===== config.mk =====
export PLATFORM = sky130hd
export DESIGN_NAME = watchdog_timer_unit
export DESIGN_NICKNAME = d
export VERILOG_FILES = /design/src/core/wdtu_pkg.sv /design/src/core/wdtu_tick_if.sv /design/src/core/wdtu_tick_sel.sv /design/src/core/watchdog_timer_unit.sv
export SDC_FILE = /design/constraint.sdc
export NUM_CORES = 1
export LEC_CHECK = 0
export BUFFER_PORTS_ARGS = -buffer_cell sky130_fd_sc_hd__buf_2
export CAP_MARGIN = 25
export CORE_UTILIZATION = 63
export DETAILED_ROUTE_END_ITERATION = 8
export GPL_TIMING_DRIVEN = 0
export PLACE_DENSITY = 0.84
export SLEW_MARGIN = 20
export SYNTH_ARGS = -nofsm -noshare
export SYNTH_HDL_FRONTEND = slang
export SYNTH_SLANG_ARGS = --single-unit

===== constraint.sdc =====
create_clock -name aclk -period 7.9 [get_ports aclk]
set_input_delay 0.79 -clock aclk [delete_from_list [all_inputs] [get_ports aclk]]
set_output_delay 0.79 -clock aclk [all_outputs]
set_load 0.005 [all_outputs]

===== src/core/wdtu_pkg.sv =====
package wdtu_pkg;
   // Register map (byte addresses inside the slave window)
   localparam logic [15:0] CTRL_OFFSET     = 16'h3990;
   localparam logic [15:0] CTRL_CLR_OFFSET = 16'h3994;
   localparam logic [15:0] CTRL_SET_OFFSET = 16'h3998;
   localparam logic [15:0] CTRL_INV_OFFSET = 16'h399C;
   localparam logic [15:0] IRQ_STAT_OFFSET = 16'h39A0;
   localparam logic [15:0] IRQ_CLR_OFFSET  = 16'h39A4;
   localparam logic [15:0] IRQ_EN_OFFSET   = 16'h39A8;

   // Control register fields
   localparam int         KEY_LSB     = 16;
   localparam int         ON_BIT      = 15;
   localparam int         RUN_POSTSCALE_COPY_LSB  = 8;
   localparam int         RUN_CLOCK_SELECT_COPY_LSB  = 6;
   localparam int         SLEEP_POSTSCALE_COPY_LSB  = 1;
   localparam int         WINEN_BIT   = 0;
   localparam logic [15:0] CLEAR_KEY  = 16'h5743;
   localparam logic [15:0] KEY_RESET  = 16'h0000;
   localparam logic        ON_RESET   = 1'b0;

   // Status/interrupt bits
   localparam int         EV_TIMEOUT  = 0;
   localparam int         EV_WAKE     = 1;
   localparam int         EV_WINFAULT = 2;
   localparam int         EV_BADKEY   = 3;
   localparam int         EV_W        = 4;

   // Timing
   localparam int         CLK_NS          = 25;
   localparam int         RESET_PULSE_NS  = 100;
   localparam int         RESET_PULSE_CYC = (RESET_PULSE_NS + CLK_NS - 1) / CLK_NS;
   localparam int         CNT_W           = 32;

   localparam logic [1:0] AXI_OKAY   = 2'h0;
   localparam logic [1:0] AXI_SLVERR = 2'h2;
endpackage : wdtu_pkg


===== src/core/wdtu_tick_if.sv =====
`timescale 1ns/1ps
interface wdtu_tick_if;
   logic       sleep_mode;
   logic [1:0] run_clk_sel;
   logic       low_power_rc_osc_tick;
   logic       sys_tick;
   logic       ext_tick;
   logic       tick;
   modport src (input sleep_mode, run_clk_sel, low_power_rc_osc_tick, sys_tick, ext_tick, output tick);
   modport dst (output sleep_mode, run_clk_sel, low_power_rc_osc_tick, sys_tick, ext_tick, input tick);
endinterface : wdtu_tick_if


===== src/core/wdtu_tick_sel.sv =====
`timescale 1ns/1ps
module wdtu_tick_sel
(
   // Clock and reset
   input  wire logic   aclk,
   input  wire logic   aresetn,
   // Selection
   wdtu_tick_if.src    t
);
   // One registered pulse per counting-clock edge
   always_ff @(posedge aclk)
   begin
      if (!aresetn)
         t.tick <= 1'b0;
      else if (t.sleep_mode)
         t.tick <= t.low_power_rc_osc_tick;
      else
      begin
         unique case (t.run_clk_sel)
            2'h0:    t.tick <= t.low_power_rc_osc_tick;
            2'h1:    t.tick <= t.sys_tick;
            2'h2:    t.tick <= t.ext_tick;
            default: t.tick <= t.low_power_rc_osc_tick;
         endcase
      end
   end
endmodule : wdtu_tick_sel


===== src/core/watchdog_timer_unit.sv =====
`timescale 1ns/1ps
module watchdog_timer_unit
(
   // Clock and reset
   input  wire logic        aclk,
   input  wire logic        aresetn,
   // AXI4-Lite write address
   input  wire logic [15:0] s_axi_awaddr,
   input  wire logic        s_axi_awvalid,
   output logic             s_axi_awready,
   // AXI4-Lite write data
   input  wire logic [31:0] s_axi_wdata,
   input  wire logic [3:0]  s_axi_wstrb,
   input  wire logic        s_axi_wvalid,
   output logic             s_axi_wready,
   // AXI4-Lite write response
   output logic [1:0]       s_axi_bresp,
   output logic             s_axi_bvalid,
   input  wire logic        s_axi_bready,
   // AXI4-Lite read
   input  wire logic [15:0] s_axi_araddr,
   input  wire logic        s_axi_arvalid,
   output logic             s_axi_arready,
   output logic [31:0]      s_axi_rdata,
   output logic [1:0]       s_axi_rresp,
   output logic             s_axi_rvalid,
   input  wire logic        s_axi_rready,
   // Configuration word
   input  wire logic        cfg_watchdog_enable,
   input  wire logic [4:0]  cfg_run_postscale,
   input  wire logic [1:0]  cfg_run_clock_select,
   input  wire logic [4:0]  cfg_sleep_postscale,
   input  wire logic        cfg_window_disable,
   // Power state and counting clocks
   input  wire logic        sleep_mode,
   input  wire logic        low_power_rc_osc,
   input  wire logic        sys_count_tick,
   input  wire logic        ext_count_tick,
   // Outputs to the system
   output logic             device_reset,
   output logic             wake_request,
   output logic             irq
);
   // Control state
   logic                  wdt_on;
   logic [4:0]            run_postscale_copy;
   logic [1:0]            run_clock_select_copy;
   logic [4:0]            sleep_postscale_copy;
   logic                  window_mode_enable;
   logic                  cfg_loaded;
   logic [wdtu_pkg::CNT_W-1:0] count;
   logic [$clog2(wdtu_pkg::RESET_PULSE_CYC+1)-1:0] rst_cnt;
   logic [wdtu_pkg::EV_W-1:0] irq_stat;
   logic [wdtu_pkg::EV_W-1:0] irq_en;

   // Bus holding registers
   logic        aw_full;
   logic        w_full;
   logic [15:0] aw_addr;
   logic [31:0] w_data;
   logic [3:0]  w_strb;

   logic        active;
   logic        wr_fire;
   logic        key_hit;
   logic        key_bad;
   logic        limit_hit;
   logic        window_open;
   logic [4:0]  cur_ps;
   logic [31:0] ctrl_rd;
   logic [31:0] next_ctrl;
   logic [wdtu_pkg::EV_W-1:0] ev;

   wdtu_tick_if tif ();
   assign tif.sleep_mode  = sleep_mode;
   assign tif.run_clk_sel = run_clock_select_copy;
   assign tif.low_power_rc_osc_tick   = low_power_rc_osc;
   assign tif.sys_tick    = sys_count_tick;
   assign tif.ext_tick    = ext_count_tick;

   wdtu_tick_sel u_tick
   (
      .aclk    (aclk),
      .aresetn (aresetn),
      .t       (tif.src)
   );

   // Period in counting-clock ticks is 2^postscale
   function automatic logic [wdtu_pkg::CNT_W-1:0] period_of(input logic [4:0] ps);
      period_of = wdtu_pkg::CNT_W'(1) << ps;
   endfunction : period_of

   function automatic logic [31:0] ctrl_of(input logic on, input logic [4:0] rd,
                                           input logic [1:0] cs, input logic [4:0] sd,
                                           input logic win);
      ctrl_of = {16'h0000, on, 2'b00, rd, cs, sd, win};
   endfunction : ctrl_of

   assign active  = (cfg_watchdog_enable | wdt_on) & ~device_reset;
   assign cur_ps  = sleep_mode ? sleep_postscale_copy : run_postscale_copy;
   assign limit_hit = active && tif.tick
                      && (count + 1'b1 >= period_of(cur_ps));
   // Window opens for the last quarter of the current period (run or sleep postscale)
   assign window_open = count >= (period_of(cur_ps) - (period_of(cur_ps) >> 2));
   assign ctrl_rd = ctrl_of(wdt_on, run_postscale_copy, run_clock_select_copy,
                            sleep_postscale_copy, window_mode_enable);

   assign wr_fire = aw_full && w_full && !s_axi_bvalid;
   // Only a halfword store to the upper lanes of the base address counts
   assign key_hit = wr_fire && aw_addr == wdtu_pkg::CTRL_OFFSET && w_strb == 4'hC
                    && w_data[31:16] == wdtu_pkg::CLEAR_KEY;
   assign key_bad = wr_fire && aw_addr == wdtu_pkg::CTRL_OFFSET && |w_strb[3:2]
                    && !key_hit;

   // Write channel acceptance: either order, held until the response
   always_ff @(posedge aclk)
   begin
      if (!aresetn)
      begin
         aw_full <= 1'b0;
         w_full  <= 1'b0;
         aw_addr <= 16'h0000;
         w_data  <= 32'h0000_0000;
         w_strb  <= 4'h0;
      end
      else
      begin
         if (s_axi_awvalid && s_axi_awready)
         begin
            aw_full <= 1'b1;
            aw_addr <= {s_axi_awaddr[15:2], 2'b00};
         end
         else if (wr_fire)
            aw_full <= 1'b0;
         if (s_axi_wvalid && s_axi_wready)
         begin
            w_full <= 1'b1;
            w_data <= s_axi_wdata;
            w_strb <= s_axi_wstrb;
         end
         else if (wr_fire)
            w_full <= 1'b0;
      end
   end

   always_ff @(posedge aclk)
   begin
      if (!aresetn)
      begin
         s_axi_awready <= 1'b0;
         s_axi_wready  <= 1'b0;
      end
      else
      begin
         s_axi_awready <= !aw_full && !(s_axi_awvalid && s_axi_awready) && !s_axi_bvalid;
         s_axi_wready  <= !w_full && !(s_axi_wvalid && s_axi_wready) && !s_axi_bvalid;
      end
   end

   always_ff @(posedge aclk)
   begin
      if (!aresetn)
      begin
         s_axi_bvalid <= 1'b0;
         s_axi_bresp  <= wdtu_pkg::AXI_OKAY;
      end
      else if (wr_fire)
      begin
         s_axi_bvalid <= 1'b1;
         unique case (aw_addr)
            wdtu_pkg::CTRL_OFFSET, wdtu_pkg::CTRL_CLR_OFFSET, wdtu_pkg::CTRL_SET_OFFSET,
            wdtu_pkg::CTRL_INV_OFFSET, wdtu_pkg::IRQ_STAT_OFFSET,
            wdtu_pkg::IRQ_CLR_OFFSET, wdtu_pkg::IRQ_EN_OFFSET:
               s_axi_bresp <= wdtu_pkg::AXI_OKAY;
            default:
               s_axi_bresp <= wdtu_pkg::AXI_SLVERR;
         endcase
      end
      else if (s_axi_bvalid && s_axi_bready)
         s_axi_bvalid <= 1'b0;
   end

   // Writable control bits after alias arithmetic
   always_comb
   begin
      next_ctrl = ctrl_rd;
      unique case (aw_addr)
         wdtu_pkg::CTRL_OFFSET:
         begin
            if (w_strb[1])
               next_ctrl[15:8] = w_data[15:8];
            if (w_strb[0])
               next_ctrl[7:0] = w_data[7:0];
         end
         wdtu_pkg::CTRL_CLR_OFFSET: next_ctrl = ctrl_rd & ~w_data;
         wdtu_pkg::CTRL_SET_OFFSET: next_ctrl = ctrl_rd | w_data;
         wdtu_pkg::CTRL_INV_OFFSET: next_ctrl = ctrl_rd ^ w_data;
         default:                   next_ctrl = ctrl_rd;
      endcase
   end

   // Shadow copies load from the configuration word on every reset
   always_ff @(posedge aclk)
   begin
      if (!aresetn)
         cfg_loaded <= 1'b0;
      else
         cfg_loaded <= 1'b1;
   end

   always_ff @(posedge aclk)
   begin
      if (!aresetn)
      begin
         run_postscale_copy    <= 5'h00;
         run_clock_select_copy <= 2'h0;
         sleep_postscale_copy  <= 5'h00;
      end
      else if (!cfg_loaded)
      begin
         run_postscale_copy    <= cfg_run_postscale;
         run_clock_select_copy <= cfg_run_clock_select;
         sleep_postscale_copy  <= cfg_sleep_postscale;
      end
   end

   always_ff @(posedge aclk)
   begin
      if (!aresetn)
      begin
         wdt_on             <= wdtu_pkg::ON_RESET;
         window_mode_enable <= 1'b0;
      end
      else if (!cfg_loaded)
         window_mode_enable <= ~cfg_window_disable;
      else if (wr_fire)
      begin
         wdt_on             <= next_ctrl[wdtu_pkg::ON_BIT];
         window_mode_enable <= next_ctrl[wdtu_pkg::WINEN_BIT];
      end
   end

   // Counter; key writes outside the window fault in windowed mode
   always_ff @(posedge aclk)
   begin
      if (!aresetn || !active)
         count <= '0;
      else if (key_hit)
         count <= '0;
      else if (limit_hit)
         count <= '0;
      else if (tif.tick)
         count <= count + 1'b1;
   end

   always_comb
   begin
      ev = '0;
      ev[wdtu_pkg::EV_TIMEOUT]  = limit_hit && !sleep_mode;
      ev[wdtu_pkg::EV_WAKE]     = limit_hit && sleep_mode;
      ev[wdtu_pkg::EV_WINFAULT] = active && key_hit && window_mode_enable && !window_open;
      ev[wdtu_pkg::EV_BADKEY]   = key_bad;
   end

   // Reset pulse is stretched so slow reset logic sees it
   always_ff @(posedge aclk)
   begin
      if (!aresetn)
      begin
         device_reset <= 1'b0;
         rst_cnt      <= '0;
      end
      else if (ev[wdtu_pkg::EV_TIMEOUT] || ev[wdtu_pkg::EV_WINFAULT])
      begin
         device_reset <= 1'b1;
         rst_cnt      <= ($bits(rst_cnt))'(wdtu_pkg::RESET_PULSE_CYC - 1);
      end
      else if (rst_cnt != '0)
         rst_cnt <= rst_cnt - 1'b1;
      else
         device_reset <= 1'b0;
   end

   always_ff @(posedge aclk)
   begin
      if (!aresetn)
         wake_request <= 1'b0;
      else
         wake_request <= ev[wdtu_pkg::EV_WAKE];
   end

   // Interrupt status: set wins over a simultaneous clear
   always_ff @(posedge aclk)
   begin
      if (!aresetn)
      begin
         irq_stat <= '0;
         irq_en   <= '0;
      end
      else
      begin
         if (wr_fire && aw_addr == wdtu_pkg::IRQ_CLR_OFFSET)
            irq_stat <= (irq_stat & ~w_data[wdtu_pkg::EV_W-1:0]) | ev;
         else
            irq_stat <= irq_stat | ev;
         if (wr_fire && aw_addr == wdtu_pkg::IRQ_EN_OFFSET)
            irq_en <= w_data[wdtu_pkg::EV_W-1:0];
      end
   end

   always_ff @(posedge aclk)
   begin
      if (!aresetn)
         irq <= 1'b0;
      else
         irq <= |(irq_stat & irq_en);
   end

   // Read channel; key field always reads zero
   always_ff @(posedge aclk)
   begin
      if (!aresetn)
      begin
         s_axi_arready <= 1'b0;
         s_axi_rvalid  <= 1'b0;
         s_axi_rdata   <= 32'h0000_0000;
         s_axi_rresp   <= wdtu_pkg::AXI_OKAY;
      end
      else
      begin
         s_axi_arready <= !s_axi_rvalid && !(s_axi_arvalid && s_axi_arready);
         if (s_axi_arvalid && s_axi_arready)
         begin
            s_axi_rvalid <= 1'b1;
            s_axi_rresp  <= wdtu_pkg::AXI_OKAY;
            unique case ({s_axi_araddr[15:2], 2'b00})
               wdtu_pkg::CTRL_OFFSET:     s_axi_rdata <= ctrl_rd;
               wdtu_pkg::CTRL_CLR_OFFSET, wdtu_pkg::CTRL_SET_OFFSET,
               wdtu_pkg::CTRL_INV_OFFSET,
               wdtu_pkg::IRQ_CLR_OFFSET:  s_axi_rdata <= 32'h0000_0000;
               wdtu_pkg::IRQ_STAT_OFFSET: s_axi_rdata <= {28'h0000000, irq_stat};
               wdtu_pkg::IRQ_EN_OFFSET:   s_axi_rdata <= {28'h0000000, irq_en};
               default:
               begin
                  s_axi_rdata <= 32'h0000_0000;
                  s_axi_rresp <= wdtu_pkg::AXI_SLVERR;
               end
            endcase
         end
         else if (s_axi_rvalid && s_axi_rready)
            s_axi_rvalid <= 1'b0;
      end
   end

   property p_timeout_reset;
      @(posedge aclk) disable iff (!aresetn) ev[wdtu_pkg::EV_TIMEOUT] |=> device_reset;
   endproperty
   a_timeout_reset: assert property (p_timeout_reset) else $error("no reset on timeout");

   property p_wake_not_reset;
      @(posedge aclk) disable iff (!aresetn)
         (limit_hit && sleep_mode) |=> wake_request && !$rose(device_reset);
   endproperty
   a_wake_not_reset: assert property (p_wake_not_reset) else $error("sleep timeout wrong");

   property p_key_clears;
      @(posedge aclk) disable iff (!aresetn) (key_hit && active) |=> count == '0;
   endproperty
   a_key_clears: assert property (p_key_clears) else $error("key did not clear");

   property p_badkey_keeps;
      @(posedge aclk) disable iff (!aresetn)
         (key_bad && active && !tif.tick) |=> count == $past(count);
   endproperty
   a_badkey_keeps: assert property (p_badkey_keeps) else $error("bad key changed count");

   property p_fuse_gate;
      @(posedge aclk) disable iff (!aresetn)
         (!cfg_watchdog_enable && !wdt_on) |=> count == '0;
   endproperty
   a_fuse_gate: assert property (p_fuse_gate) else $error("counting while disabled");

   property p_win_fault;
      @(posedge aclk) disable iff (!aresetn) ev[wdtu_pkg::EV_WINFAULT] |=> device_reset;
   endproperty
   a_win_fault: assert property (p_win_fault) else $error("early key not faulted");

   property p_shadow_stable;
      @(posedge aclk) disable iff (!aresetn)
         cfg_loaded |=> run_postscale_copy == $past(run_postscale_copy);
   endproperty
   a_shadow_stable: assert property (p_shadow_stable) else $error("shadow changed");

   property p_period_bound;
      @(posedge aclk) disable iff (!aresetn) active |-> count < period_of(cur_ps);
   endproperty
   a_period_bound: assert property (p_period_bound) else $error("count beyond period");
endmodule : watchdog_timer_unit


## Yosys cells after proc, flatten, opt, wreduce, memory -nomap -nowiden

Cells that the tools add are included.

| word-level totals | value |
|---|---|
| register bits after elaboration | 155 |
| bits in latches | 0 |
| bits in writable memories | 0 |
| ROM bits | 0 |
| bits of input ports | 93 |
| output and inout bits | 44 |
| word-level logic and storage cells | 150 |
| memories | 0 |

| operators by class | value |
|---|---|
| add/subtract/negate cells | 3 |
| multipliers | 0 |
| div/mod/pow operators | 0 |
| $lt $le $gt $ge | 2 |
| equal/unequal tests | 23 |
| shift operators | 1 |
| muxes and demuxes | 24 |
| bitwise gates (word level) | 14 |
| reduce and logical (&&, ||, !) cells | 55 |

Operator list:

| operator | count |
|---|---|
| 14-bit by 12-bit equality test with 1-bit output (second input constant) | 14 |
| 32-bit >= comparator | 2 |
| 16-bit case mux with 4 select lines | 1 |
| 16-bit case mux with 3 select lines | 1 |
| 32-bit by 1-bit adder with 32-bit output (second input constant) | 1 |
| 1-bit by 5-bit left shift with 32-bit output (first input constant) | 1 |
| 32-bit by 30-bit subtractor with 32-bit output | 1 |
| 1-bit logical AND | 26 |
| 16-bit bitwise AND | 1 |
| 16-bit by 15-bit equality test with 1-bit output (second input constant) | 1 |
| 8-bit 2-to-1 mux | 2 |
| 16-bit inverter | 1 |
| 16-bit OR | 1 |
| 16-bit bitwise XOR | 1 |
| 7-bit OR reduction | 2 |
| 1-bit 2-to-1 mux | 13 |
| 1-bit zero test | 12 |
| 2-bit nonzero test | 5 |
| 4-bit bitwise AND | 2 |
| 2-bit 2-to-1 mux | 4 |
| 4-bit OR | 2 |
| 5-bit 2-to-1 mux | 1 |
| 5-bit by 1-bit != test with 1-bit output (second input constant) | 1 |
| 4-bit equality test (second input constant) | 1 |
| other kinds (20) | 25 |

## Depth between registers and ports, before layout

Gate-level depths: netlist of the first run.

| logic depth | value |
|---|---|
| depth in word-level cells | 10 |
| gate-level depth with buffers | 25 |
| gate-level depth less buffers | 24 |

## By module

From an unflattened synthesis of the first run, not the netlist that was laid out.

| unflattened totals | value |
|---|---|
| cells, all modules | 1139 |
| area total of the unflattened synthesis | 9218.8 um^2 |

By module, submodules not included:

| module | instances | cells each | area an instance (um^2) |
|---|---|---|---|
| watchdog_timer_unit | 1 | 1130 | 9136.3 |
| wdtu_tick_sel | 1 | 9 | 82.6 |

## Worst setup path after synthesis of the first run

No wires, ideal clock.

| path | value |
|---|---|
| path kind | input to register |
| from | in sleep_mode |
| to | reg rst_cnt[2] (netlist name) |
| library setup time | 0.061 ns |
| arrival time | 5.300 ns |
| setup slack | 2.539 ns |
| cell stages on the path | 23 |
| path buffers | 2 |
| cells stage by stage | buf_1 clkbuf_1 a21o_1 nand2_1 inv_1 ha_1 inv_1 fa_1 a21o_1 a21oi_1 o21bai_1 a21oi_1 o211ai_1 a31oi_1 o21ai_1 xnor2_1 ha_1 nand3_1 nor3_1 nand4_1 a221o_1 o2111ai_1 and4_1 |

| on the way | value |
|---|---|
| longest elaborated chain between the ends | 8 |

Ends and longest elaborated chain:

| element | line | source |
|---|---|---|
| start, declared | watchdog_timer_unit.sv:35 | `input wire logic sleep_mode,` |
| 5-bit 2-to-1 mux | watchdog_timer_unit.sv:100 | `assign cur_ps = sleep_mode ? sleep_postscale_copy : run_postscale_copy;` |
| 1-bit by 5-bit left shift with 32-bit output | watchdog_timer_unit.sv:90 | `period_of = wdtu_pkg::CNT_W'(1) << ps;` |
| 32-bit by 30-bit subtractor with 32-bit output | watchdog_timer_unit.sv:104 | `assign window_open = count >= (period_of(cur_ps) - (period_of(cur_ps) >> 2));` |
| 32-bit >= comparator | watchdog_timer_unit.sv:104 |  |
| 1-bit zero test | watchdog_timer_unit.sv:261 | `ev[wdtu_pkg::EV_WINFAULT] = active && key_hit && window_mode_enable && !window_open;` |
| 1-bit logical AND | watchdog_timer_unit.sv:261 |  |
| 1-bit logical OR (*) | watchdog_timer_unit.sv:273 | `else if (ev[wdtu_pkg::EV_TIMEOUT] \|\| ev[wdtu_pkg::EV_WINFAULT])` |
| 2-bit OR reduction (no source line) (*) | - |  |
| end signal, assigned | watchdog_timer_unit.sv:276 | `rst_cnt <= ($bits(rst_cnt))'(wdtu_pkg::RESET_PULSE_CYC - 1);` |
| end signal, assigned | watchdog_timer_unit.sv:279 | `rst_cnt <= rst_cnt - 1'b1;` |
| end, declared | watchdog_timer_unit.sv:52 | `logic [$clog2(wdtu_pkg::RESET_PULSE_CYC+1)-1:0] rst_cnt;` |

Every way passes the cells marked *; elsewhere a longest branch is shown, timed or not.
A chain may end at the register's enable or synchronous reset.

## Final worst setup path of the first run

| path | value |
|---|---|
| from | in sleep_mode |
| to | reg device_reset |

| on the way | value |
|---|---|
| longest elaborated chain between the ends | 8 |

Ends and longest elaborated chain:

| element | line | source |
|---|---|---|
| 5-bit 2-to-1 mux | watchdog_timer_unit.sv:100 |  |
| 1-bit by 5-bit left shift with 32-bit output | watchdog_timer_unit.sv:90 |  |
| 32-bit by 30-bit subtractor with 32-bit output | watchdog_timer_unit.sv:104 |  |
| 32-bit >= comparator | watchdog_timer_unit.sv:104 |  |
| 1-bit zero test | watchdog_timer_unit.sv:261 |  |
| 1-bit logical AND | watchdog_timer_unit.sv:261 |  |
| 1-bit logical OR (*) | watchdog_timer_unit.sv:273 |  |
| 2-bit != test (no source line) / 1-bit 2-to-1 mux (equally long branches) | - |  |
| end signal, assigned | watchdog_timer_unit.sv:270 | `device_reset <= 1'b0;` |
| end signal, assigned | watchdog_timer_unit.sv:275 | `device_reset <= 1'b1;` |
| end signal, assigned | watchdog_timer_unit.sv:281 | `device_reset <= 1'b0;` |
| end, declared | watchdog_timer_unit.sv:40 | `output logic device_reset,` |

Marked as above.

==> results of run 1 <==
==> layout by cell type (no fill, tap or decap), types with 19 or more instances in the layout <==
cell	instances
sky130_fd_sc_hd__buf_4	22
sky130_fd_sc_hd__inv_1	59
sky130_fd_sc_hd__dfxtp_1	124
sky130_fd_sc_hd__conb_1	20
sky130_fd_sc_hd__clkbuf_1	25
sky130_fd_sc_hd__nand3_1	23
sky130_fd_sc_hd__o21ai_0	30
sky130_fd_sc_hd__mux2i_1	24
sky130_fd_sc_hd__a21oi_1	95
sky130_fd_sc_hd__buf_2	109
sky130_fd_sc_hd__a21o_1	45
sky130_fd_sc_hd__nand2b_1	19
sky130_fd_sc_hd__xnor2_1	37
sky130_fd_sc_hd__nand4_1	20
sky130_fd_sc_hd__xor2_1	53
sky130_fd_sc_hd__ha_1	103
sky130_fd_sc_hd__nand2_1	177
sky130_fd_sc_hd__nor2_1	86
==> layer usage <==
layer / GRT usage (%) / up-vias
met5: 0 / -
met4: 15.82 / 0
met3: 5.357 / 67
met2: 54.36 / 333
met1: 40.21 / 4020
li1: - / 4162
==> sequential cells by signal, summed over array words and instances (netlist names), 2 cells and up <==
| signal | flops |
|---|---|
| rst_cnt | 3 |
| irq_stat | 4 |
| w_strb | 4 |
| sleep_postscale_copy | 5 |
| count | 32 |
| s_axi_rdata | 14 |
| run_postscale_copy | 5 |
| aw_addr | 14 |
| irq_en | 4 |
| run_clock_select_copy | 2 |
| w_data | 21 |
==> final cells by class <==
cell class                      instances  share of cell area, %
Multi-Input combinational cell        900                  57.64
Sequential cell                       124                  23.84
Timing Repair Buffer                  101                  4.855
Clock buffer                           17                  4.086
Buffer                                 60                  3.125
Inverter                               60                  2.163
Tap cell                              180                  2.163
Clock inverter                         15                  2.127
==> stage by stage <==
stage	hold slack (ns)	power, mW	setup slack, ns	util (%)
3_3_place_gp	0.4234	1.067	1.207	70.34
6_report	0.4427	1.933	1.346	75.00
4_1_cts	0.4473	1.927	1.471	75.00
3_5_place_dp	0.4394	1.080	1.095	70.34
2_1_floorplan	0.4152	0.9773	2.539	-
5_1_grt	0.4676	2.008	0.9460	75.00
==> final timing paths <==
path / from / endpoint / slack (ns) / cells past startpoint
hold / removal: s_axi_rvalid$_SDFFE_PN0P_ / s_axi_arready$_SDFF_PN0_ / 0.44 / 1
setup reg to reg: run_postscale_copy[4]$_SDFFE_PN0N_ / device_reset$_SDFFE_PN0P_ / 1.98 / 23
setup / recovery: sleep_mode / device_reset$_SDFFE_PN0P_ / 1.35 / 24
hold reg to reg: s_axi_rvalid$_SDFFE_PN0P_ / s_axi_arready$_SDFF_PN0_ / 0.44 / 1
==> worst reg2reg max path, delay by kind of cell (launching register included) <==
| family | cells | cell delay (ns) |
|---|---|---|
| buffers and inverters | 2 | 0.18 |
| AO/OA/AOI/OAI | 11 | 2.93 |
| AND/OR/NAND/NOR | 6 | 1.27 |
| adder cells (fa/ha/maj) | 3 | 0.87 |
| XOR/XNOR | 1 | 0.14 |
| flip-flops | 1 | 0.36 |
==> where the power goes <==
part | internal, mW | switching [mW] | total [mW] | leakage [nW]
Sequential | 0.651 | 0.0196 | 0.671 | 1.01
Clock | 0.559 | 0.293 | 0.852 | 0.317
Combinational | 0.178 | 0.232 | 0.410 | 3.76
Total | 1.39 | 0.545 | 1.93 | 5.08
==> cell families (layout without fill, tap and decap cells) <==
kind of cell	after synthesis	in the layout	share of synthesized area, %
AO/OA/AOI/OAI	243	243	17.26
XOR/XNOR	90	90	8.795
multiplexers	29	29	3.309
flip-flops	124	124	27.70
adder cells (fa/ha/maj)	104	104	14.60
AND/OR/NAND/NOR	414	414	22.16
buffers and inverters	120	253	6.143
other	1	20	0.04184
==> impl.org, run 1 <==
** Outcome
- The flow ran to the end, and the final reports show no timing, DRC or antenna violations.

** Place
- After detailed placement, the design holds a cell count of 1,425.
- Final HPWL from detailed placement :: approximately 17,000 µm
- Area of placed instances :: about 9800 µm²
- Port buffering added 101 buffers.
- The congestion estimate from routability-driven global placement came to 0.9121.

** Clock tree
- TritonCTS created 17 clock buffers.
- Sinks on Clock Net :: 124
- The clock reaches the later pin of the worst-skew pair after 0.42 ns.
- Clock slew at the register clock pins of the worst setup and hold paths :: 0.06 ns
- Resize count post-CTS :: 0
- Post-CTS Setup Repair Bufs :: 0
- TritonCTS built the clock tree.
- Clock buffer depth :: 2
- H-Tree Level Count :: 4
- Clock tree synthesis selected as its root buffer the cell sky130_fd_sc_hd__clkbuf_16.
- After clock tree synthesis, the flow added hold-fix buffers numbering 0.

** Drt
- Summed over all nets, wire length on met2 after detailed routing comes to 11,220 µm.
- After detailed routing, the wire length on met1 is 9963 µm.
- First-pass detailed-route iteration total :: 8
- Average wire per cell in the routed design :: 16.10 µm
- Detailed routing inserted a total of 8,582 vias.
- Starting DRT DRC Count :: between 600 and 700
- Antenna Nets Post-Route :: 0
- Using the TritonRoute via totals, the vias-per-cell ratio works out to 5.890.
- The detailed router used layers up to and including met4.
- After detailed routing, the number of remaining DRC violations is 0.
- Summed over all nets, wire length on met3 after detailed routing comes to 1375 µm.
- WL final :: ~23,000 µm

** Cells and area
- Once layout is done, the placed cells without fillers occupy roughly 10,000 µm².
- The multi-input combinational cells in the finished layout cover a total of 6001 µm².
- Area delta synth->final :: 16.17%
- Number of antenna cells inserted :: 0
- Share of layout cells above drive strength 1 :: between 10% and 20%
- The finished layout holds 1,457 standard cells, fillers aside.
- Sequential Area :: ~2500 µm²
- # nets final :: 1,461
- Filler instances :: 1,028

** Run
- Max-cap violations :: 0

** Timing
- The number of max-slew violations in the final report came to 0.
- Setup repair after global routing missed its margin :: no
- Total of endpoints with negative setup slack in the final report :: 0
- Final Skew :: 0.006415 ns
- Final critical-path required period :: between 6 and 7 ns
- Max-slew headroom :: approximately 45%
- Final worst path period share :: ~83%
- Summed over all failing endpoints, the final setup total negative slack is 0 ns.
- Actual slew at the worst max-slew pin :: 0.8129 ns
- Derived from the worst setup path, the maximum achievable clock frequency is 152.6 MHz.
- Final hold vios :: 0

** Critical path
- In this run the worst path has a maximum fanout of 10.
- The largest individual stage delay along the critical path comes from the cell sky130_fd_sc_hd__o2111ai_1.
- For the worst setup path, the data arrival time is around 6.8 ns.
- At the worst endpoint, the required time is just over 8 ns.
- Category of cells accounting for the largest share of critical-path delay :: compound AO/OA/AOI/OAI gates
- Traced cell by cell, the critical path runs through buf_2, buf_1, clkbuf_1, a21o_1, nand2_1, inv_1, ha_1, inv_1, fa_1, a21o_1, a21oi_1, o21bai_1, a21oi_1, o211ai_1, a31oi_1, o21ai_1, xnor2_1, ha_1, nand3_1, nor3_1, nand4_1, a221o_1, o2111ai_1, a31oi_1.
- The critical path in this run is classified as input pin to register.
- The critical path contains buffers and inverters numbering 5 combined.
- The largest single stage delay on the critical path is 0.51 ns.
- Critical path capture point type :: register
- The worst setup path is launched from an input pin.

** Synthesis
- After synthesis, the netlist uses 69 different library cells.
- A synthesized cell averages 7.967 µm².
- During synthesis, Yosys emitted a total of 0 warnings.
- In this run, synthesis inferred 0 flip-flops with an integrated enable.
- Cell type with the highest aggregate area in the netlist :: sky130_fd_sc_hd__dfxtp_1
- The synthesized design devotes to its leading area cell type 27.70% of total area.
- Synthesis handed over a netlist of 1,125 instances.
- Predominant post-synthesis flop cell :: sky130_fd_sc_hd__dfxtp_1
- Most used standard cells in the synthesized netlist :: sky130_fd_sc_hd__nand2_1 (177), sky130_fd_sc_hd__dfxtp_1 (124), sky130_fd_sc_hd__ha_1 (103)
- Ranked by total cell area, the synthesized netlist is headed by sky130_fd_sc_hd__dfxtp_1 (28%), sky130_fd_sc_hd__ha_1 (14%), sky130_fd_sc_hd__nand2_1 (7.4%).
- Most frequently used cell type in the post-synthesis netlist :: sky130_fd_sc_hd__nand2_1
- For this run, asynchronously set or reset flops after synthesis account for 0%.
- Sequential elements use 27.70% of the synthesized area.
- Yosys reg bits :: 124
- The synthesized netlist occupies a cell area of between 8000 and 9000 µm².

** Global routing
- Total global routing overflow :: 0
- Pin count of the biggest net entering global routing :: 17
- For this run, the total global-route usage over all layers was measured as 32.42%.
- Initial antenna violation count :: 0
- The first global-routing pass estimated 37,760 µm of wire.
- Vias in the first global route :: 8,035

** Floorplanning
- Die width :: 121.3 µm
- The region available for standard cell placement spans 13,880 µm².
- Full die area :: approximately 15,000 µm²
- Once the floorplan was initialized, standard cells occupied around 65% of the core.
- Die Ht :: 121.3 µm
- Number of rows created at floorplan :: 43
- Number of placed I/O pins :: 137

** Hold path
- The tightest min-delay check is of the register to register type.

** Pwr
- For this design the ratio of total power to cell area is 185.7 nW/µm².
- The worst-case IR drop observed on VDD is 173.0 µV.
- In this run the static leakage power is 5.083 nW.
(Power assumes the default switching activity.)
==> inputs of run 2 (changes only) <==
Settings changed: ABC_AREA set to 1, CORE_UTILIZATION 63 to 53, PLACE_DENSITY 0.84 to 0.75.
Clock period 7.9 ns to 5.85 ns, I/O delays scaled along.
==> impl.org, run 2 <==
** Clock tree
- After clock tree synthesis, the repair step resized 0 gates.
- H-Tree Level Count :: 4
- The clock net in this run drives a total of 124 sinks.
- For the worst-skew pair, the clock arrives at the later sink with an insertion delay of 0.43 ns.
- Post-CTS timing repair inserted 0 buffers for setup.
- Clock buffer depth :: 2
- The cell sitting at the root of the clock tree is a sky130_fd_sc_hd__clkbuf_16.
- For this design, the CTS-stage hold fixing added 0 buffers.
- Clock slew at the register clock pins of the worst setup and hold paths :: 0.06 ns
- Counting the buffers created by CTS gives 17.
- Clock tree from TritonCTS :: built

** Cells and area
- Fill cells in the final layout number 1,683.
- Most common cell after layout, fill and taps aside :: sky130_fd_sc_hd__nand2_1
- The count of cells in the finished layout, fillers not included, comes to 1,847.
- In the layout the commonest cells are sky130_fd_sc_hd__nand2_1 (265), sky130_fd_sc_hd__nor2_1 (220), sky130_fd_sc_hd__inv_1 (204).
- The register with the most flip-flops in the layout has 32 of them.
- Largest registers ranked by flip-flop count :: count: 32 flops, w_data: 21 flops
- 0 antenna diodes ended up in the layout.
- More flip-flops sit in one register than any other, and that register is count.
- Of the cells placed in the final design, the portion with a size suffix greater than 1 is approximately 13%.
- In the final design database the tool counted between 1,500 and 2,000 nets.
- Area delta synth->final :: 15.28%

** Global routing
- The total overflow left after global routing is 0.
- Total global routing track utilization :: 29.56%
- Pin count of the biggest net entering global routing :: 17
- The first global-routing pass estimated between 40,000 and 50,000 µm of wire.
- Initial antenna violation count :: 0
- The via count of the first global-routing pass came to 8,974.

** Floorplanning
- Starting density of the core :: between 50 and 60%
- During I/O placement, the number of pins put on the boundary was 137.
- The total area inside the core boundary comes to around 18,000 µm².
- The die covers 18,870 µm².
- From bottom edge to top edge, the die measures 137.4 µm.
- Row generation in the floorplan step produced 49 rows.
- The die is 137.4 µm wide.

** Synthesis
- Combined area of all synthesized cells :: 9714 µm²
- Cell type with the highest aggregate area in the netlist :: sky130_fd_sc_hd__dfxtp_1
- Yosys reg bits :: 124
- Ranking of synthesized cells by area :: sky130_fd_sc_hd__dfxtp_1 (26%), sky130_fd_sc_hd__ha_1 (13%), sky130_fd_sc_hd__nand2_1 (10%)
- Number of enable flip-flop cells after synthesis :: 0
- Share of the synthesized area in the top cell type :: between 20 and 30%
- Sequential element share of the synthesized area :: 25.55%
- After technology mapping, the gate count stands at 1,466.
- Average cell area after synthesis :: between 6 and 7 µm²
- Counting flops with an async set or reset pin after synthesis yields a share of 0%.
- In the synthesized netlist, the cells that appear most often are sky130_fd_sc_hd__nand2_1 (265), sky130_fd_sc_hd__nor2_1 (220), sky130_fd_sc_hd__inv_1 (204).
- Yosys mapped the design onto 54 distinct sky130hd cell types.
- For this run, the number of Yosys warnings is 0.
- Yosys instantiated no cell more often than sky130_fd_sc_hd__nand2_1.
- The most used flip-flop cell after synthesis is sky130_fd_sc_hd__dfxtp_1.

** Timing
- Across all hold checks on the routed design, the worst slack comes to approximately 0.33 ns.
- For this run, the top clock speed supported by timing is 192.1 MHz.
- Max-slew headroom :: 54.60%
- Total of endpoints with negative setup slack in the final report :: 0
- Counting I/O delays and the setup requirement, the final critical path takes roughly 5.2 ns.
- Final slew viol count :: 0
- The final hold violation count was 0.
- Across the routed clock network, the largest skew measured is between 0.01 and 0.015 ns.
- Setup TNS after final layout :: 0 ns
- Across all setup checks in the final design, the least slack found is 0.6454 ns.
- Actual slew at the worst max-slew pin :: roughly 0.68 ns
- Setup repair after global routing left no endpoint under its margin.
- Final worst path period share :: 88.97%

** Place
- At the end of routability-driven placement, the weighted congestion stood at 0.9953.
- Final HPWL from detailed placement :: 21,760 µm
- Count of buffers inserted at the top-level ports :: 101
- Worst-case setup slack after placement :: 0.2138 ns
- Dpl cells :: 1,815

** Hold path
- The path class of the tightest hold or removal check is input pin to register.
- Hold path startpoint :: s_axi_rready
- Worst hold path cell count :: 2
- Worst Hold Path EP :: s_axi_rvalid$_SDFFE_PN0P_

** Drt
- For this block, the routed nets add up to 26,740 µm of wire.
- Dividing the detail-routed wire length by the instance count gives 14.48 µm.
- Antenna Nets Post-Route :: 0
- In the routed layout, each cell is associated on average with a via count of approximately 5.3.
- The first routing iteration left 500 violations.
- After detailed routing, the number of remaining DRC violations is 2.
- Vias after detailed routing :: 9,831
- The first detailed-routing pass ran for 7 iterations.

** Run
- Max-cap violations :: 0

** Critical path
- For the worst flop-to-flop path, the logic depth is 26.
- The worst register-to-register path has a setup slack of 0.70 ns.
- Worst Path Max Fanout :: 10
- At the worst endpoint, the arrival time is 5.57 ns.
- STA classifies the critical path endpoint as a register.
- The endpoint identified for the worst register-to-register timing path is rst_cnt[1]$_SDFFE_PN0P_.
- Path type of the worst setup path :: input pin to register
- Data on the critical path is required at its endpoint by around 6.2 ns.
- Startpoint types :: input pin
- The worst register-to-register path begins at sleep_postscale_copy[1]$_SDFFE_PN0N_.

** Pwr
- For this design the static power due to leakage is between 5 and 6 nW.
- Power spread over the standard cell area amounts to 250.0 nW/µm².
- IR analysis of the VDD net gives a maximum drop of 245.3 µV.

** Outcome
- Run status :: finished with violations
- Violations in the final reports :: design-rule violations
run 2: kinds of logic after synthesis:
logic type	Yosys count	share of synthesized area, %
AND/OR/NAND/NOR	646	29.40
AO/OA/AOI/OAI	274	15.51
buffers and inverters	266	11.19
flip-flops	124	25.55
adder cells (fa/ha/maj)	104	13.47
XOR/XNOR	51	4.830
other	1	0.03860
run 2: through the flow:
| step | cell area, µm² | utilization, % | power (mW) |
|---|---|---|---|
| finish | 11200 | 62.34 | 2.799 |
| global route | 11200 | 62.34 | 2.955 |
| CTS | 11200 | 62.34 | 2.804 |
| detailed placement | 10580 | 58.88 | 1.673 |
| global placement | 10580 | 58.88 | 1.648 |
| floorplan | 9786 | - | 1.475 |
run 2: final cells by class:
cell class              count  area [µm²]  share of cell area, %
inverters                 212       795.8                  7.106
repair buffers            101       505.5                  4.514
clock inverters            15       195.2                  1.743
clock buffers              17       425.4                  3.799
flip-flops and latches    124        2482                  22.17
plain buffers              54       291.5                  2.603
well taps                 229       286.5                  2.559
multi-input cells        1095        6216                  55.51
run 2: per-layer routing:
metal,GRT usage [%],share of wire (%)
met1,37.35,44
met2,49.97,47
met3,4.636,5.2
met4,11.78,3.1
met5,0,0
run 2: worst max-delay path, stage by stage:
cell                       delay, ns
sky130_fd_sc_hd__buf_2          0.12
sky130_fd_sc_hd__buf_6          0.14
sky130_fd_sc_hd__o21ai_2        0.32
sky130_fd_sc_hd__clkinv_1       0.32
sky130_fd_sc_hd__clkbuf_1       0.32
sky130_fd_sc_hd__nor2_1         0.37
sky130_fd_sc_hd__ha_1           0.26
sky130_fd_sc_hd__inv_1          0.06
sky130_fd_sc_hd__fa_1           0.40
sky130_fd_sc_hd__nand3_1        0.09
sky130_fd_sc_hd__nand2_1        0.10
sky130_fd_sc_hd__a21oi_1        0.31
sky130_fd_sc_hd__inv_1          0.10
sky130_fd_sc_hd__nand3_1        0.08
sky130_fd_sc_hd__nand3_1        0.19
sky130_fd_sc_hd__a21oi_1        0.22
sky130_fd_sc_hd__xor2_1         0.18
sky130_fd_sc_hd__ha_1           0.25
sky130_fd_sc_hd__nand2_1        0.08
sky130_fd_sc_hd__o21ai_0        0.08
sky130_fd_sc_hd__a21oi_1        0.16
sky130_fd_sc_hd__nand2_1        0.11
sky130_fd_sc_hd__a21oi_1        0.23
sky130_fd_sc_hd__nand3_2        0.20
sky130_fd_sc_hd__nand3b_2       0.15
sky130_fd_sc_hd__nor2_1         0.05
sky130_fd_sc_hd__nor2_1         0.09
run 2: worst max path at each step:
stage | start | endpoint | slack (ns)
2_1_floorplan | sleep_mode | rst_cnt[0]$_SDFFE_PN0P_ | 1.53
3_3_place_gp | sleep_mode | device_reset$_SDFFE_PN0P_ | 0.22
3_5_place_dp | sleep_mode | rst_cnt[0]$_SDFFE_PN0P_ | 0.21
4_1_cts | sleep_mode | rst_cnt[1]$_SDFFE_PN0P_ | 0.67
5_1_grt | sleep_mode | rst_cnt[1]$_SDFFE_PN0P_ | 0.19
6_report | sleep_mode | rst_cnt[1]$_SDFFE_PN0P_ | 0.65
run 2: power by group:
part	switching (mW)	leakage (nW)	internal, mW
clock	0.480	0.303	0.654
combinational	0.473	4.15	0.274
sequential	0.0288	1.01	0.890
==> inputs of run 3 (changes only) <==
Settings changed: CORE_ASPECT_RATIO set to 0.6.
==> impl.org, run 3 (synthesized netlist as in run 2, its figures left out) <==
** Global routing
- The first global-routing pass estimated 48,310 µm of wire.
- Entering global routing, the biggest net connects 17 pins.
- Total global routing overflow :: 0
- Global routing consumed, over all layers together, 33.75% of the routing resources.
- The via count of the first global-routing pass is 8,856.
- Initial antenna violation count :: 0

** Floorplanning
- Die Ht :: 106.9 µm
- Die width :: 176.8 µm
- Row generation in the floorplan step produced 37 rows.
- roughly 140 I/O pins were placed.
- The floorplan step defined a die boundary enclosing 18,890 µm².
- The region available for standard cell placement spans 17,550 µm².
- For this configuration, the core starts out at a cell density of 55.37%.

** Drt
- The highest metal layer carrying signal wires in the routed design is met4.
- Once detail routing completed, the nets flagged for antenna violations numbered 0.
- Total length of routed met2 wires :: roughly 11,000 µm
- Count of unresolved DRC violations after routing :: 0
- After detailed routing, the average wire length per cell comes to 16.94 µm.
- The first routing iteration left 1,277 violations.
- Using the TritonRoute via totals, the vias-per-cell ratio works out to around 5.6.
- WL final :: 31,370 µm
- The detailed router placed 10,380 vias in this run.
- Metal-1 WL :: 16,180 µm
- The routed design uses around 4000 µm of met3 wire.
- First-pass detailed-route iteration total :: 6

** Clock tree
- Clock tree from TritonCTS :: built
- Num CTS Buffers :: 17
- Gates resized during post-CTS repair numbered 0.
- The root buffer cell chosen for the clock tree is sky130_fd_sc_hd__clkbuf_16.
- Sinks on Clock Net :: 124
- Post-CTS Setup Repair Bufs :: 0
- Clock latency on the worst-skew pair, taken at its later pin, is between 0.4 and 0.5 ns.
- Buffers inserted to repair hold after CTS numbered 0.
- Clock-pin slew was measured on the worst setup and hold paths at around 0.06 ns.
- Counting along the longest clock path gives a buffer depth of 2.
- The clock tree synthesis step divided the H-tree into 4 levels.

** Place
- Port buffering added 101 buffers.
- At the end of routability-driven placement, the weighted congestion stood at between 0.9 and 1.
- In this run, placement finished with an instance count of 1,820.
- Worst-case setup slack after placement :: 0.1074 ns
- The HPWL after detailed placement is roughly 26,000 µm.

** Timing
- Setup slack on the critical path of the routed design comes to roughly 0.42 ns.
- Setup total negative slack on the finished layout was measured at 0 ns.
- Timing would allow up to 184.1 MHz.
- Final critical-path required period :: 5.433 ns
- Setup repair after global routing missed its margin :: no
- Final slew viol count :: 0
- At the pin with the least slew margin, the transition time is 0.6937 ns.
- Max-slew headroom :: 53.76%
- Total of endpoints with negative setup slack in the final report :: 0
- Final Skew :: about 0.011 ns
- In the finished design, the share of the clock period the worst path needs comes to 92.87%.
- The final hold violation count came to 0.

** Cells and area
- Share of layout cells above drive strength 1 :: 12.79%
- In the layout the commonest cells are sky130_fd_sc_hd__nand2_1 (265), sky130_fd_sc_hd__nor2_1 (220), sky130_fd_sc_hd__inv_1 (204).
- The finished layout holds 1,852 standard cells, fillers aside.
- The library cell used most frequently in the layout, excluding fill and tap cells, is sky130_fd_sc_hd__nand2_1.
- More flip-flops sit in one register than any other, and that register is count.
- # nets final :: 1,802
- 0 antenna diodes ended up in the layout.
- The filler cells instantiated in the layout total 1,654.
- Area delta synth->final :: 14.75%
- In the final layout, the registers with the most flip-flops are count: 32 flops, w_data: 21 flops.
- Number of flip-flops under the largest register name :: 32

** Hold path
- For hold timing, the worst endpoint is s_axi_rvalid$_SDFFE_PN0P_.
- Class of the worst hold path :: input pin to register
- Hold path startpoint :: s_axi_rready
- Worst hold path cell count :: 2

** Pwr
- Cell-internal power :: 1.734 mW
- Dividing total power by cell area gives a power density of 247.2 nW/µm².
- Share of power burned in combinational logic :: between 20% and 30%
- The share of total power dissipated in the clock network is 36.7%.
- VDD sags by at most 211.8 µV.
- The analysis attributes to net switching a power of 1.022 mW.
- The share of total power dissipated in sequential elements is 33.5%.
- Fraction of power spent switching nets :: 37.08%
- Leakage :: 5.435 nW

** Critical path
- Worst Path Max Fanout :: 10
- Worst Setup SP :: sleep_mode
- Critical R2R Launch :: sleep_postscale_copy[1]$_SDFFE_PN0N_
- Critical path capture point type :: register
- The endpoint identified for the worst register-to-register timing path is rst_cnt[0]$_SDFFE_PN0P_.
- The setup check on the worst reg-to-reg path leaves a slack of 0.43 ns.
- Critical Path AT :: 5.79 ns
- Startpoint types :: input pin
- Path type of the worst setup path :: input pin to register
- The largest single stage delay on the critical path is 0.48 ns.
- CP most frequent cell :: sky130_fd_sc_hd__nor2_1
- Cell depth of the worst flop-to-flop path :: 27
- Endpoint required time on the critical path :: just over 6 ns
- The largest individual stage delay along the critical path comes from the cell sky130_fd_sc_hd__o21ai_0.

** Outcome
- The run finished with clean final reports.

** Run
- Max-cap violations in this run came to 0.
-- run 3: per-stage QoR --
stage / cell area (µm²) / hold slack (ns) / power [mW] / util (%)
finish: 11150 / 0.3444 / 2.755 / 63.53
global route: 11150 / 0.3650 / 2.885 / 63.53
CTS: 11150 / 0.3451 / 2.722 / 63.53
detailed placement: 10580 / 0.4522 / 1.724 / 60.32
global placement: 10580 / 0.4458 / 1.699 / 60.32
floorplan: 9786 / 0.4239 / 1.475 / -
-- run 3: worst max-delay path: cells and delay by family --
family / cells / cell delay (ns)
AOI/OAI and AO/OA: 8 / 1.83
xor gates and xnor gates: 1 / 0.36
adders and majority gates: 2 / 0.72
buffers and inverters: 5 / 0.62
and+or+nand+nor: 12 / 1.66
-- run 3: power groups by stage --
| stage | clock, mW | sequential (mW) | combinational (mW) |
|---|---|---|---|
| 4_1_cts | 1.01 | 0.920 | 0.792 |
| 3_3_place_gp | 0 | 0.937 | 0.762 |
| 6_report | 1.01 | 0.922 | 0.821 |
| 3_5_place_dp | 0 | 0.938 | 0.786 |
| 2_1_floorplan | 0 | 0.930 | 0.545 |
| 5_1_grt | 1.05 | 0.926 | 0.910 |
-- run 3: layer usage --
layer / vias to the layer above / global-route usage (%)
met5: - / 0
met1: 4775 / 56.88
met4: 0 / 5.049
met3: 30 / 7.979
met2: 539 / 40.98
li1: 5039 / -
-- run 3: how the worst max path moves through the flow --
stage | cells past startpoint | to
2_1_floorplan | 27 | rst_cnt[0]$_SDFFE_PN0P_
3_3_place_gp | 27 | rst_cnt[0]$_SDFFE_PN0P_
3_5_place_dp | 27 | rst_cnt[1]$_SDFFE_PN0P_
4_1_cts | 27 | rst_cnt[0]$_SDFFE_PN0P_
5_1_grt | 27 | rst_cnt[1]$_SDFFE_PN0P_
6_report | 28 | rst_cnt[0]$_SDFFE_PN0P_
-- run 3: layout make-up --
| cell class | count | area [µm²] | share of cell area (%) |
|---|---|---|---|
| flip-flops and latches | 124 | 2482 | 22.27 |
| well taps | 234 | 292.8 | 2.627 |
| inverters | 212 | 795.8 | 7.139 |
| plain buffers | 54 | 291.5 | 2.615 |
| repair buffers | 101 | 505.5 | 4.535 |
| clock buffers | 18 | 439.2 | 3.940 |
| multi-input cells | 1095 | 6216 | 55.76 |
| clock inverters | 14 | 123.9 | 1.111 |
